[src/shared/bcb_defs.svh]
/*
  constants of the carry-bit and branch-condition execution block:
  flag positions, widths, condition encodings, register offsets and fields.
  assumes inclusion by bare name from the package and the design files.
*/
`ifndef BCB_DEFS_SVH
`define BCB_DEFS_SVH

// flag positions inside the condition-code byte
`define BCB_C_POS 0
`define BCB_V_POS 1
`define BCB_Z_POS 2
`define BCB_N_POS 3

`define BCB_PC_W 24
`define BCB_SP_W 4
`define BCB_RA_W 3
`define BCB_STACK_DEPTH 4'h8
`define BCB_SP_ONE 4'h1

// condition field encodings
`define BCB_UNCONDITIONAL_TAKEN 4'h0
`define BCB_NEVER_TAKEN 4'h1
`define BCB_UNSIGNED_HIGHER_COND 4'h2
`define BCB_UNSIGNED_LOWER_OR_SAME_COND 4'h3
`define BCB_CARRY_CLEAR_COND 4'h4
`define BCB_CARRY_SET_COND 4'h5
`define BCB_NOT_EQUAL_COND 4'h6
`define BCB_EQUAL_COND 4'h7
`define BCB_OVERFLOW_CLEAR_COND 4'h8
`define BCB_OVERFLOW_SET_COND 4'h9
`define BCB_PLUS_COND 4'ha
`define BCB_MINUS_COND 4'hb
`define BCB_SIGNED_GE_COND 4'hc
`define BCB_SIGNED_LESS_COND 4'hd
`define BCB_SIGNED_GREATER_COND 4'he
`define BCB_SIGNED_LE_COND 4'hf

// register bus
`define BCB_ADDR_W 4
`define BCB_STATUS_OFS 4'h0
`define BCB_PC_OFS 4'h4
`define BCB_CTRL_OFS 4'h8
`define BCB_CTRL_CLR_POS 0
`define BCB_ST_DEPTH_LSB 8
`define BCB_ST_OVF_POS 16
`define BCB_ST_UNF_POS 17
`define BCB_RESP_OKAY 2'h0
`define BCB_RESP_SLVERR 2'h2

`endif

[src/shared/bcb_pkg.sv]
/*
  types of the carry-bit and branch-condition execution block.
  assumes bcb_defs.svh is on the include path.
*/
`include "bcb_defs.svh"

package bcb_pkg;

  typedef enum logic [3:0] {
    carry_xor_with_bit,
    carry_xor_inverted_bit,
    load_bit_to_carry,
    load_inverted_bit_to_carry,
    store_carry_to_bit,
    store_inverted_carry_to_bit,
    cond_branch,
    jump_absolute,
    call_relative,
    call_absolute,
    sub_return
  } bcb_op_t;

  typedef enum logic {
    bcb_idle,
    bcb_ret_wait
  } bcb_fsm_t;

  // one decoded instruction from the decoder
  typedef struct packed {
    logic valid;
    bcb_op_t op;
    logic [3:0] cond;
    logic [2:0] bitno;
    logic [7:0] operand;
    logic [`BCB_PC_W-1:0] target;
    logic [`BCB_PC_W-1:0] next_pc;
  } bcb_req_t;

  typedef struct packed {
    logic [7:0] ccr;
    logic ccr_we;
    logic [7:0] res;
    logic res_we;
    logic [`BCB_PC_W-1:0] pc;
    logic pc_load;
    logic [`BCB_SP_W-1:0] sp;
    bcb_fsm_t fsm;
    logic ovf;
    logic unf;
    logic awv;
    logic [`BCB_ADDR_W-1:0] awaddr;
    logic wv;
    logic [31:0] wdata;
    logic [3:0] wstrb;
    logic bvalid;
    logic [1:0] bresp;
    logic rvalid;
    logic [31:0] rdata;
    logic [1:0] rresp;
  } bcb_state_t;

endpackage : bcb_pkg

[src/rtl/bcb_exec.sv]
/*
  carry-bit manipulation and program-flow execution stage with an AXI4-Lite
  status/control slave. assumes the decoder supplies bit number, byte operand,
  target and next-instruction address, and that ccr_in is the live flag byte.
*/
// Operation
// - carry becomes carry xor the selected operand bit.
// - carry becomes carry xor the complement of the selected operand bit.
// - carry takes the selected operand bit and the operand is left alone.
// - carry takes the complement of the selected operand bit.
// - the selected operand bit takes the carry, other bits kept.
// - the selected operand bit takes the inverted carry, other bits kept.
// - all six bit forms, inverted or not, take the bit position from the 3-bit bit number.
// - a true condition loads the target, else execution goes on sequentially.
// - single-flag conditions test C, Z, V or N for clear or set.
// - compound conditions cover always, never, C or Z, N xor V and Z or (N xor V).
// - both call forms save the next address unless the stack is full, and then go to the target.
`timescale 1ns/1ps
`default_nettype none
`include "bcb_defs.svh"

module bcb_exec (
  input wire logic clk_in,
  input wire logic rstn_in,
  input wire bcb_pkg::bcb_req_t req_in,
  input wire logic [7:0] ccr_in,
  output logic ready_out,
  output logic [7:0] ccr_out,
  output logic ccr_we_out,
  output logic [7:0] res_out,
  output logic res_we_out,
  output logic [`BCB_PC_W-1:0] pc_out,
  output logic pc_load_out,
  input wire logic [31:0] s_axi_awaddr,
  input wire logic s_axi_awvalid,
  output logic s_axi_awready,
  input wire logic [31:0] s_axi_wdata,
  input wire logic [3:0] s_axi_wstrb,
  input wire logic s_axi_wvalid,
  output logic s_axi_wready,
  output logic [1:0] s_axi_bresp,
  output logic s_axi_bvalid,
  input wire logic s_axi_bready,
  input wire logic [31:0] s_axi_araddr,
  input wire logic s_axi_arvalid,
  output logic s_axi_arready,
  output logic [31:0] s_axi_rdata,
  output logic [1:0] s_axi_rresp,
  output logic s_axi_rvalid,
  input wire logic s_axi_rready
);

  bcb_pkg::bcb_state_t s;
  bcb_pkg::bcb_state_t next_s;
  logic mem_we;
  logic [`BCB_RA_W-1:0] mem_waddr;
  logic [`BCB_RA_W-1:0] mem_raddr;
  logic [`BCB_PC_W-1:0] mem_rdata;

  function automatic logic cond_true(input logic [3:0] cc, input logic [7:0] f);
    logic c;
    logic v;
    logic z;
    logic n;
    c = f[`BCB_C_POS];
    v = f[`BCB_V_POS];
    z = f[`BCB_Z_POS];
    n = f[`BCB_N_POS];
    case (cc)
      `BCB_UNCONDITIONAL_TAKEN: cond_true = 1'b1;
      `BCB_NEVER_TAKEN: cond_true = 1'b0;
      `BCB_UNSIGNED_HIGHER_COND: cond_true = !(c | z);
      `BCB_UNSIGNED_LOWER_OR_SAME_COND: cond_true = c | z;
      `BCB_CARRY_CLEAR_COND: cond_true = !c;
      `BCB_CARRY_SET_COND: cond_true = c;
      `BCB_NOT_EQUAL_COND: cond_true = !z;
      `BCB_EQUAL_COND: cond_true = z;
      `BCB_OVERFLOW_CLEAR_COND: cond_true = !v;
      `BCB_OVERFLOW_SET_COND: cond_true = v;
      `BCB_PLUS_COND: cond_true = !n;
      `BCB_MINUS_COND: cond_true = n;
      `BCB_SIGNED_GE_COND: cond_true = !(n ^ v);
      `BCB_SIGNED_LESS_COND: cond_true = n ^ v;
      `BCB_SIGNED_GREATER_COND: cond_true = !(z | (n ^ v));
      `BCB_SIGNED_LE_COND: cond_true = z | (n ^ v);
      default: cond_true = 1'b0;
    endcase
  endfunction : cond_true

  // replaces one bit of a byte, the rest passes through
  function automatic logic [7:0] put_bit(input logic [7:0] d, input logic [2:0] pos, input logic b);
    logic [7:0] r;
    r = d;
    r[pos] = b;
    put_bit = r;
  endfunction : put_bit

  function automatic logic [31:0] read_mux(input logic [`BCB_ADDR_W-1:0] a, input bcb_pkg::bcb_state_t st);
    logic [31:0] r;
    r = '0;
    case (a)
      `BCB_STATUS_OFS: begin
        r[7:0] = st.ccr;
        r[`BCB_ST_DEPTH_LSB +: `BCB_SP_W] = st.sp;
        r[`BCB_ST_OVF_POS] = st.ovf;
        r[`BCB_ST_UNF_POS] = st.unf;
      end
      `BCB_PC_OFS: r[`BCB_PC_W-1:0] = st.pc;
      default: r = '0;
    endcase
    read_mux = r;
  endfunction : read_mux

  function automatic logic mapped(input logic [`BCB_ADDR_W-1:0] a);
    mapped = (a == `BCB_STATUS_OFS) || (a == `BCB_PC_OFS) || (a == `BCB_CTRL_OFS);
  endfunction : mapped

  assign ready_out = (s.fsm == bcb_pkg::bcb_idle);
  assign ccr_out = s.ccr;
  assign ccr_we_out = s.ccr_we;
  assign res_out = s.res;
  assign res_we_out = s.res_we;
  assign pc_out = s.pc;
  assign pc_load_out = s.pc_load;
  assign s_axi_awready = !s.awv && !s.bvalid;
  assign s_axi_wready = !s.wv && !s.bvalid;
  assign s_axi_bvalid = s.bvalid;
  assign s_axi_bresp = s.bresp;
  assign s_axi_arready = !s.rvalid;
  assign s_axi_rvalid = s.rvalid;
  assign s_axi_rdata = s.rdata;
  assign s_axi_rresp = s.rresp;

  always_comb begin
    logic c;
    logic b;
    c = ccr_in[`BCB_C_POS];
    b = req_in.operand[req_in.bitno];
    next_s = s;
    next_s.ccr_we = 1'b0;
    next_s.res_we = 1'b0;
    next_s.pc_load = 1'b0;
    mem_we = 1'b0;
    mem_waddr = s.sp[`BCB_RA_W-1:0];
    mem_raddr = 3'(s.sp - `BCB_SP_ONE);

    // bus side first, so a hardware set below wins over a software clear
    if (s_axi_awvalid && s_axi_awready) begin
      next_s.awv = 1'b1;
      next_s.awaddr = s_axi_awaddr[`BCB_ADDR_W-1:0];
    end
    if (s_axi_wvalid && s_axi_wready) begin
      next_s.wv = 1'b1;
      next_s.wdata = s_axi_wdata;
      next_s.wstrb = s_axi_wstrb;
    end
    if (s.awv && s.wv) begin
      next_s.awv = 1'b0;
      next_s.wv = 1'b0;
      next_s.bvalid = 1'b1;
      next_s.bresp = mapped(s.awaddr) ? `BCB_RESP_OKAY : `BCB_RESP_SLVERR;
      if (s.awaddr == `BCB_CTRL_OFS && s.wstrb[0] && s.wdata[`BCB_CTRL_CLR_POS]) begin
        next_s.sp = '0;
        next_s.ovf = 1'b0;
        next_s.unf = 1'b0;
      end
    end
    if (s.bvalid && s_axi_bready) begin
      next_s.bvalid = 1'b0;
    end
    if (s.rvalid && s_axi_rready) begin
      next_s.rvalid = 1'b0;
    end
    if (s_axi_arvalid && !s.rvalid) begin
      next_s.rvalid = 1'b1;
      next_s.rdata = read_mux(s_axi_araddr[`BCB_ADDR_W-1:0], s);
      next_s.rresp = mapped(s_axi_araddr[`BCB_ADDR_W-1:0]) ? `BCB_RESP_OKAY : `BCB_RESP_SLVERR;
    end

    case (s.fsm)
      bcb_pkg::bcb_idle: begin
        if (req_in.valid) begin
          next_s.ccr = ccr_in;
          next_s.res = req_in.operand;
          case (req_in.op)
            bcb_pkg::carry_xor_with_bit: begin
              next_s.ccr[`BCB_C_POS] = c ^ b;
              next_s.ccr_we = 1'b1;
            end
            bcb_pkg::carry_xor_inverted_bit: begin
              next_s.ccr[`BCB_C_POS] = c ^ !b;
              next_s.ccr_we = 1'b1;
            end
            bcb_pkg::load_bit_to_carry: begin
              next_s.ccr[`BCB_C_POS] = b;
              next_s.ccr_we = 1'b1;
            end
            bcb_pkg::load_inverted_bit_to_carry: begin
              next_s.ccr[`BCB_C_POS] = !b;
              next_s.ccr_we = 1'b1;
            end
            bcb_pkg::store_carry_to_bit: begin
              next_s.res = put_bit(req_in.operand, req_in.bitno, c);
              next_s.res_we = 1'b1;
            end
            bcb_pkg::store_inverted_carry_to_bit: begin
              next_s.res = put_bit(req_in.operand, req_in.bitno, !c);
              next_s.res_we = 1'b1;
            end
            bcb_pkg::cond_branch: begin
              next_s.pc = cond_true(req_in.cond, ccr_in) ? req_in.target : req_in.next_pc;
              next_s.pc_load = 1'b1;
            end
            bcb_pkg::jump_absolute: begin
              next_s.pc = req_in.target;
              next_s.pc_load = 1'b1;
            end
            bcb_pkg::call_relative, bcb_pkg::call_absolute: begin
              // a full stack still branches but drops this call's return address and keeps the older ones
              if (s.sp == `BCB_STACK_DEPTH) begin
                next_s.ovf = 1'b1;
              end else begin
                mem_we = 1'b1;
                next_s.sp = s.sp + `BCB_SP_ONE;
              end
              next_s.pc = req_in.target;
              next_s.pc_load = 1'b1;
            end
            bcb_pkg::sub_return: begin
              if (s.sp == '0) begin
                next_s.unf = 1'b1;
                next_s.pc = req_in.next_pc;
                next_s.pc_load = 1'b1;
              end else begin
                next_s.sp = s.sp - `BCB_SP_ONE;
                next_s.fsm = bcb_pkg::bcb_ret_wait;
              end
            end
            default: begin
              next_s.ccr = s.ccr;
            end
          endcase
        end
      end
      bcb_pkg::bcb_ret_wait: begin
        next_s.pc = mem_rdata;
        next_s.pc_load = 1'b1;
        next_s.fsm = bcb_pkg::bcb_idle;
      end
      default: next_s.fsm = bcb_pkg::bcb_idle;
    endcase
  end

  always_ff @(posedge clk_in) begin
    if (!rstn_in) begin
      s <= '0;
    end else begin
      s <= next_s;
    end
  end

  bcb_ret_mem #(
    .DEPTH(`BCB_STACK_DEPTH),
    .WIDTH(`BCB_PC_W),
    .AW(`BCB_RA_W)
  ) u_ret_mem (
    .clk_in(clk_in),
    .rstn_in(rstn_in),
    .we_in(mem_we),
    .waddr_in(mem_waddr),
    .wdata_in(req_in.next_pc),
    .raddr_in(mem_raddr),
    .rdata_out(mem_rdata)
  );

  // helper copies of the previous cycle's request and flags, read only by the checks
  logic h_c;
  logic h_b;
  logic [7:0] h_f;
  logic [7:0] h_op;
  logic [2:0] h_pos;
  always_ff @(posedge clk_in) begin
    h_c <= ccr_in[`BCB_C_POS];
    h_b <= req_in.operand[req_in.bitno];
    h_f <= ccr_in;
    h_op <= req_in.operand;
    h_pos <= req_in.bitno;
  end
endmodule : bcb_exec

`default_nettype wire

[src/rtl/bcb_ret_mem.sv]
/*
  return-address memory: one write port, one read port with registered data.
  assumes a single clock and a synchronous active-low reset.
*/
`timescale 1ns/1ps
`default_nettype none

module bcb_ret_mem #(
  parameter int DEPTH = 8,
  parameter int WIDTH = 24,
  parameter int AW = 3
) (
  input wire logic clk_in,
  input wire logic rstn_in,
  input wire logic we_in,
  input wire logic [AW-1:0] waddr_in,
  input wire logic [WIDTH-1:0] wdata_in,
  input wire logic [AW-1:0] raddr_in,
  output logic [WIDTH-1:0] rdata_out
);

  logic [WIDTH-1:0] mem [DEPTH];

  always_ff @(posedge clk_in) begin
    if (we_in) begin
      mem[waddr_in] <= wdata_in;
    end
    if (!rstn_in) begin
      rdata_out <= '0;
    end else begin
      rdata_out <= mem[raddr_in];
    end
  end

endmodule : bcb_ret_mem

`default_nettype wire

[config.mk]
export PLATFORM = sky130hd
export DESIGN_NAME = bcb_exec
export DESIGN_NICKNAME = d
export VERILOG_FILES = /design/src/shared/bcb_pkg.sv /design/src/rtl/bcb_exec.sv /design/src/rtl/bcb_ret_mem.sv
export VERILOG_INCLUDE_DIRS = /design/src /design/src/shared
export SDC_FILE = /design/constraint.sdc
export NUM_CORES = 1
export LEC_CHECK = 0
export BUFFER_PORTS_ARGS = -buffer_cell sky130_fd_sc_hd__buf_2
export CAP_MARGIN = 30
export CORE_MARGIN = 5
export CORE_UTILIZATION = 39
export DETAILED_ROUTE_END_ITERATION = 8
export PLACE_DENSITY_LB_ADDON = 0.25
export SYNTH_ARGS = -nofsm -noshare
export SYNTH_HDL_FRONTEND = slang
export SYNTH_HIERARCHICAL = 1
export SYNTH_SLANG_ARGS = --single-unit
[constraint.sdc]
create_clock -name clk_in -period 3.3 [get_ports clk_in]
set_input_delay 0 -clock clk_in [delete_from_list [all_inputs] [get_ports clk_in]]
set_output_delay 0 -clock clk_in [all_outputs]
set_load 0.01 [all_outputs]
# Word-level counts from Yosys, hierarchy flattened
# Memories as Yosys holds them, arrays and structs flattened. A register that Yosys moved wholly into a read port is not among the register bits.
# Index checks and enable logic that the tools add are counted.
# op_classes
mux	48
bitwise_logic	8
shift	0
magnitude_cmp	2
mul	0
reduce_logical	47
n_eq_ne	33
div	0
n_addsub	2
# ops
operator	n
one-hot mux 25 bit (3 select lines)	1
== test 4 bit, second input constant	14
one-hot mux 25 bit (2 select lines)	1
== test 4 x 3 -> 1 bit, second input constant	10
2-to-1 mux 35 bit	1
2-to-1 mux 32 bit	1
2-to-1 mux 25 bit	1
2-to-1 mux 24 bit	1
one-hot mux 12 bit (2 select lines)	1
logical NOT 4 bit	5
2-to-1 mux 4 bit	5
2-to-1 mux 1 bit	18
one-hot mux 9 bit (2 select lines)	1
bitwise mux 8 bit	2
== test 4 x 2 -> 1 bit, second input constant	4
one-hot mux 1 bit (16 select lines)	1
logical NOT 1 bit	13
logical AND 1 bit	11
OR reduction 11 bit	1
2-to-1 mux 5 bit	2
AND reduction 3 bit	3
== test 4 x 1 -> 1 bit, second input constant	2
2-to-1 mux 2 bit	4
one-hot mux 4 bit (2 select lines)	1
25 further kinds	36
# word_totals
elab_cells	162
out_inout_bits	85
inputBits	183
mem_count	1
rom_bits	0
regBits	88
ram_bits	192
latch_bits	0
# memory_table
name	depth	word_bits	read_ports	rd_ports_with_merged_regs	write_ports	line_no	source
u_ret_mem.mem	8	24	1	1	1	bcb_ret_mem.sv:22	logic [WIDTH-1:0] mem [DEPTH];

# Longest topological paths before layout
# depth
word_depth	11
depth_mapped	9
ltp_nobuf	8

# Hierarchy
# Netlist, hierarchy kept.
# by_module_without_submodules
module	area_per_inst_um2	cells_per_inst	n_inst
bcb_ret_mem	7905.1	373	1
bcb_exec	5132.4	585	1

# Least setup slack after synthesis
# No wires, ideal clock.
# synth_timing
path_kind	register to register
start	reg s, in the netlist mem_waddr[0]
end	mem u_ret_mem.mem[0][0], enable pin
path_buffers	0
synth_period_minus_slack_ps	3536
path_stages_with_launch	9
required_ps	2865
path_slack_ps	-236
t_arrival_ps	3101
path_cell_list	dfxtp_1 inv_1 ha_1 nor2b_1 nand2_1 nand2_1 nor2_1 nand2b_1 nor3_1
# synth_between
elab_chain_len	7
# synth_lines
item	line_no	source
from (decl)	bcb_exec.sv:53	bcb_pkg::bcb_state_t s;
from (signal assigned)	bcb_exec.sv:258	s <= next_s;
== test 4 bit (no line)	-	
2-to-1 mux 1 bit	bcb_exec.sv:220	if (s.sp == `BCB_STACK_DEPTH) begin
2-to-1 mux 1 bit	bcb_exec.sv:185	case (req_in.op)
2-to-1 mux 1 bit	bcb_exec.sv:182	if (req_in.valid) begin
2-to-1 mux 1 bit	bcb_exec.sv:180	case (s.fsm)
net mem_we	bcb_exec.sv:55	logic mem_we;
2-to-1 mux 1 bit	bcb_ret_mem.sv:25	if (we_in) begin
2-to-1 mux 1 bit (implied by the code)	bcb_ret_mem.sv:26	mem[waddr_in] <= wdata_in;
to (decl)	bcb_ret_mem.sv:22	
# The timed path passes the listed nets, and every way through them passes these cells.

# Worst setup path after layout
# layout_timing
start	reg s[82] in the netlist's numbering
end	reg s, in the netlist pc_out[6]
# layout_between
elab_chain_len	3
# layout_lines
item
NOT 1 bit (no line)
inequality test 4 x 2 -> 1 bit (no line), or another cell as far along
AND reduction 3 bit (no line)
# Several ways; a longest one is shown, not always the timed one.
# A chain may end at the register's enable or synchronous reset.

==> impl_metrics.yaml <==
floorplan:
  die_area_sq_um: 37190
  die-width_um: 192.8
  num_io_pins: 268
  initial_core_util_pct: 39.17
  fp-row-count: 67
  core_sq_um: 33280
  die_h_um: 192.8
route:
  via_per_inst: 5.274
  routed_wl_um: 34780
  num_vias: 8691
  drc: 0
  wl_per_cell_um: 21.11
  drtIter0Drc: 610
  final_antenna_net_count: 0
  dr.pass1.iters: 5
worst_setup_path:
  reg2reg_to: "pc_out[6]"
  cp_top_family: "buffers and inverters"
  worstSetupPathType: "flop to flop"
  crit_top_cell: "buf_4"
  reg2reg_slack_ns: 0.34
  path_max_fanout: 28
  r2r-start: "s[82]"
  cp-end-kind: "flop"
  arrival_ns: 3.35
  rr_worst_depth: 9
  cpMaxStageDelayCell: "dlygate4sd3_1"
  crit_start: "s[82]"
  cp-start-kind: "flop"
  cp_cell_sequence: "buf_4 > nor2b_4 > nand2_1 > buf_4 > nor2_1 > and3_1 > buf_4 > a221o_1 > dlygate4sd3_1"
  critPathRequiredTime_ns: 3.69
  max_stage_delay_ns: 0.55
  path_buf_inv: 4
grt:
  grt_use_total_pct: 18.41
  grt_pass1_wl_um: 52060
  grt_max_degree: 86
  grt_pass1_vias: 8615
  antenna_found_initial: 2
  grt_overflow: 0
sta:
  relSlewSlack_pct: 37.52
  fin_skew_ns: 0.01075
  setup_viol: 0
  drv_slew: 0
  finalCriticalPeriod_ns: 2.962
  fmax_ghz: 0.3376
  worstMarginPinSlew_ns: 0.9372
  final.setup.worst_slack_ns: 0.3376
  fin_crit_sh_pct: 89.77
  rsz0062_at_grt: "no"
  hold_viol: 0
clock_tree:
  cts.sinks: 302
  cts_root_buffer: "clkbuf_16"
  cts_tree: "done"
  clk_path_buf_depth: 3
  cts-buffers-inserted: 34
  h-tree-depth: 2
  clock_latency_ns: 0.51
  clkTransAtPathRegs_ns: 0.06
yosys:
  synthCells: 958
  yosysTopAreaCell: "edfxtp_1"
  seq_area_frac_synth_pct: 61.11
  synth.avg_cell_area_sq_um: 13.61
  synthTopCellsByArea: "edfxtp_1 44%, dfxtp_1 17%, mux2i_1 7.4%"
  synthArstFlopShare_pct: 0
  syn_area_sq_um: 13040
  synth.distinct_cells: 62
  synthFlopType: "edfxtp_1"
  synth_edf_count: 192
  ys.warnings.count: 6
  ys_ff_latch: 302
  synth_top_area_share_pct: 44.22
final_layout:
  finalNonFillerCells: 1648
  area_growth_pct: 24.09
  final_common_cell: "edfxtp_1"
  postLayoutCellArea_sq_um: 16180
  fin_nets: 1359
  drive_gt1_share_pct: 25.10
  layout_common_cells: "192 x edfxtp_1, 167 x buf_2, 109 x dfxtp_1"
power_and_ir_drop:
  irDropWorstVdd_uv: 352.2
  p_leak_nw: 6.459
  power.total_mw: 8.586
  power.density_nw_per_um2: 530.7
status:
  outcome: "finished clean"
place:
  detailed_place.area_sq_um: 13950
  placed_cells: 1478
  numPortBuffers: 167
  globalplace.congestion: 0.7842
  pre_cts_slack_ns: 0.8509
  dpl.hpwl_um: 21810
worst_hold_path:
  hold_start: "req_in[66]"
  hold_depth: 3
  hold_path.class: "input port to flop"
  hold_end: "res_we_out"
flow_run:
  drv_cap: 0
## state kept, by name, summed over array words and instances, names as in the netlist
name / cells
u_ret_mem/mem: 192
pc_out: 24
s_axi_rdata: 24
u_ret_mem/rdata_out: 24
s: 12
ccr_out: 8
res_out: 8
mem_waddr: 3
ccr_we_out: 1
pc_load_out: 1
res_we_out: 1
s_axi_bresp: 1
s_axi_bvalid: 1
s_axi_rresp: 1
s_axi_rvalid: 1
## layer usage
| layer | global-route usage [%] | wire [um] |
|---|---|---|
| met1 | 26.30 | 15870 |
| met2 | 29.13 | 15910 |
| met3 | 3.292 | 2304 |
| met4 | 4.800 | 692 |
| met5 | 0 | 7 |
## cell families after synthesis
group / after synthesis / share of synthesized area (%)
AO/OA/AOI/OAI: 192 / 11.60
XOR/XNOR: 5 / 0.3360
adder cells (fa/ha/maj): 3 / 0.2879
buffers and inverters: 147 / 7.140
flip-flops: 302 / 61.11
multiplexers: 123 / 11.82
other: 1 / 0.02876
AND/OR/NAND/NOR: 185 / 7.668
## where the power goes
| part | total [mW] | internal [mW] | switching [mW] |
|---|---|---|---|
| Sequential | 4.14 | 4.08 | 0.0614 |
| Combinational | 0.628 | 0.297 | 0.331 |
| Clock | 3.81 | 2.30 | 1.51 |
| Total | 8.59 | 6.68 | 1.90 |
## timing repair
action / 4_1_cts / 5_1_grt
setup buffers: 0 / 0
gates resized for setup: 0 / 0
hold buffers: 107 / 0
hold endpoints to repair: 245 / 0
## metrics by stage
step / TNS, ns / hold slack [ns] / util [%]
after floorplan: -11.21 / 0.07679 / -
after global placement: 0 / 0.2390 / 41.89
after detailed placement: 0 / 0.2436 / 41.93
after CTS: 0 / 0.03181 / 48.60
after global routing: 0 / 0.07735 / 48.61
final: 0 / 0.04635 / 48.61
## cell type report
class	instances	area (sq um)
Timing Repair Buffer	307	2225
Tap cell	448	560.5
Fill cell	2930	17100
Antenna cell	1	2.502
Clock buffer	42	953.4
Inverter	10	37.54
Multi-Input combinational cell	518	4234
Sequential cell	302	7969
Clock inverter	20	196.4
## worst max-delay path by stage
stage	slack [ns]	end	depth (start not counted)
6_report	0.34	pc_out[6]	9
3_3_place_gp	0.87	u_ret_mem/mem[7][9]	7
2_1_floorplan	-0.24	u_ret_mem/mem[0][0]	8
4_1_cts	0.32	pc_out[20]	9
3_5_place_dp	0.85	u_ret_mem/mem[7][3]	9
5_1_grt	0.19	pc_out[7]	9
## synthesized netlist by cell type, types with 12 or more instances
master / number
nor2b_1: 25
mux4_2: 23
a221oi_1: 14
nor3b_1: 16
mux2i_1: 97
a221o_1: 25
buf_2: 19
nand3_1: 17
o21ai_0: 14
and2_1: 12
o211a_1: 25
clkbuf_1: 30
nor2_1: 32
dfxtp_1: 110
buf_4: 82
o22ai_1: 25
a22oi_1: 50
nand2_1: 46
edfxtp_1: 192
## tightest hold or removal path: stages
cell and delay [ns]:
buf_2 0.16, nand2b_1 0.25, nor3_1 0.07
Power figures use the tool's default switching activity.
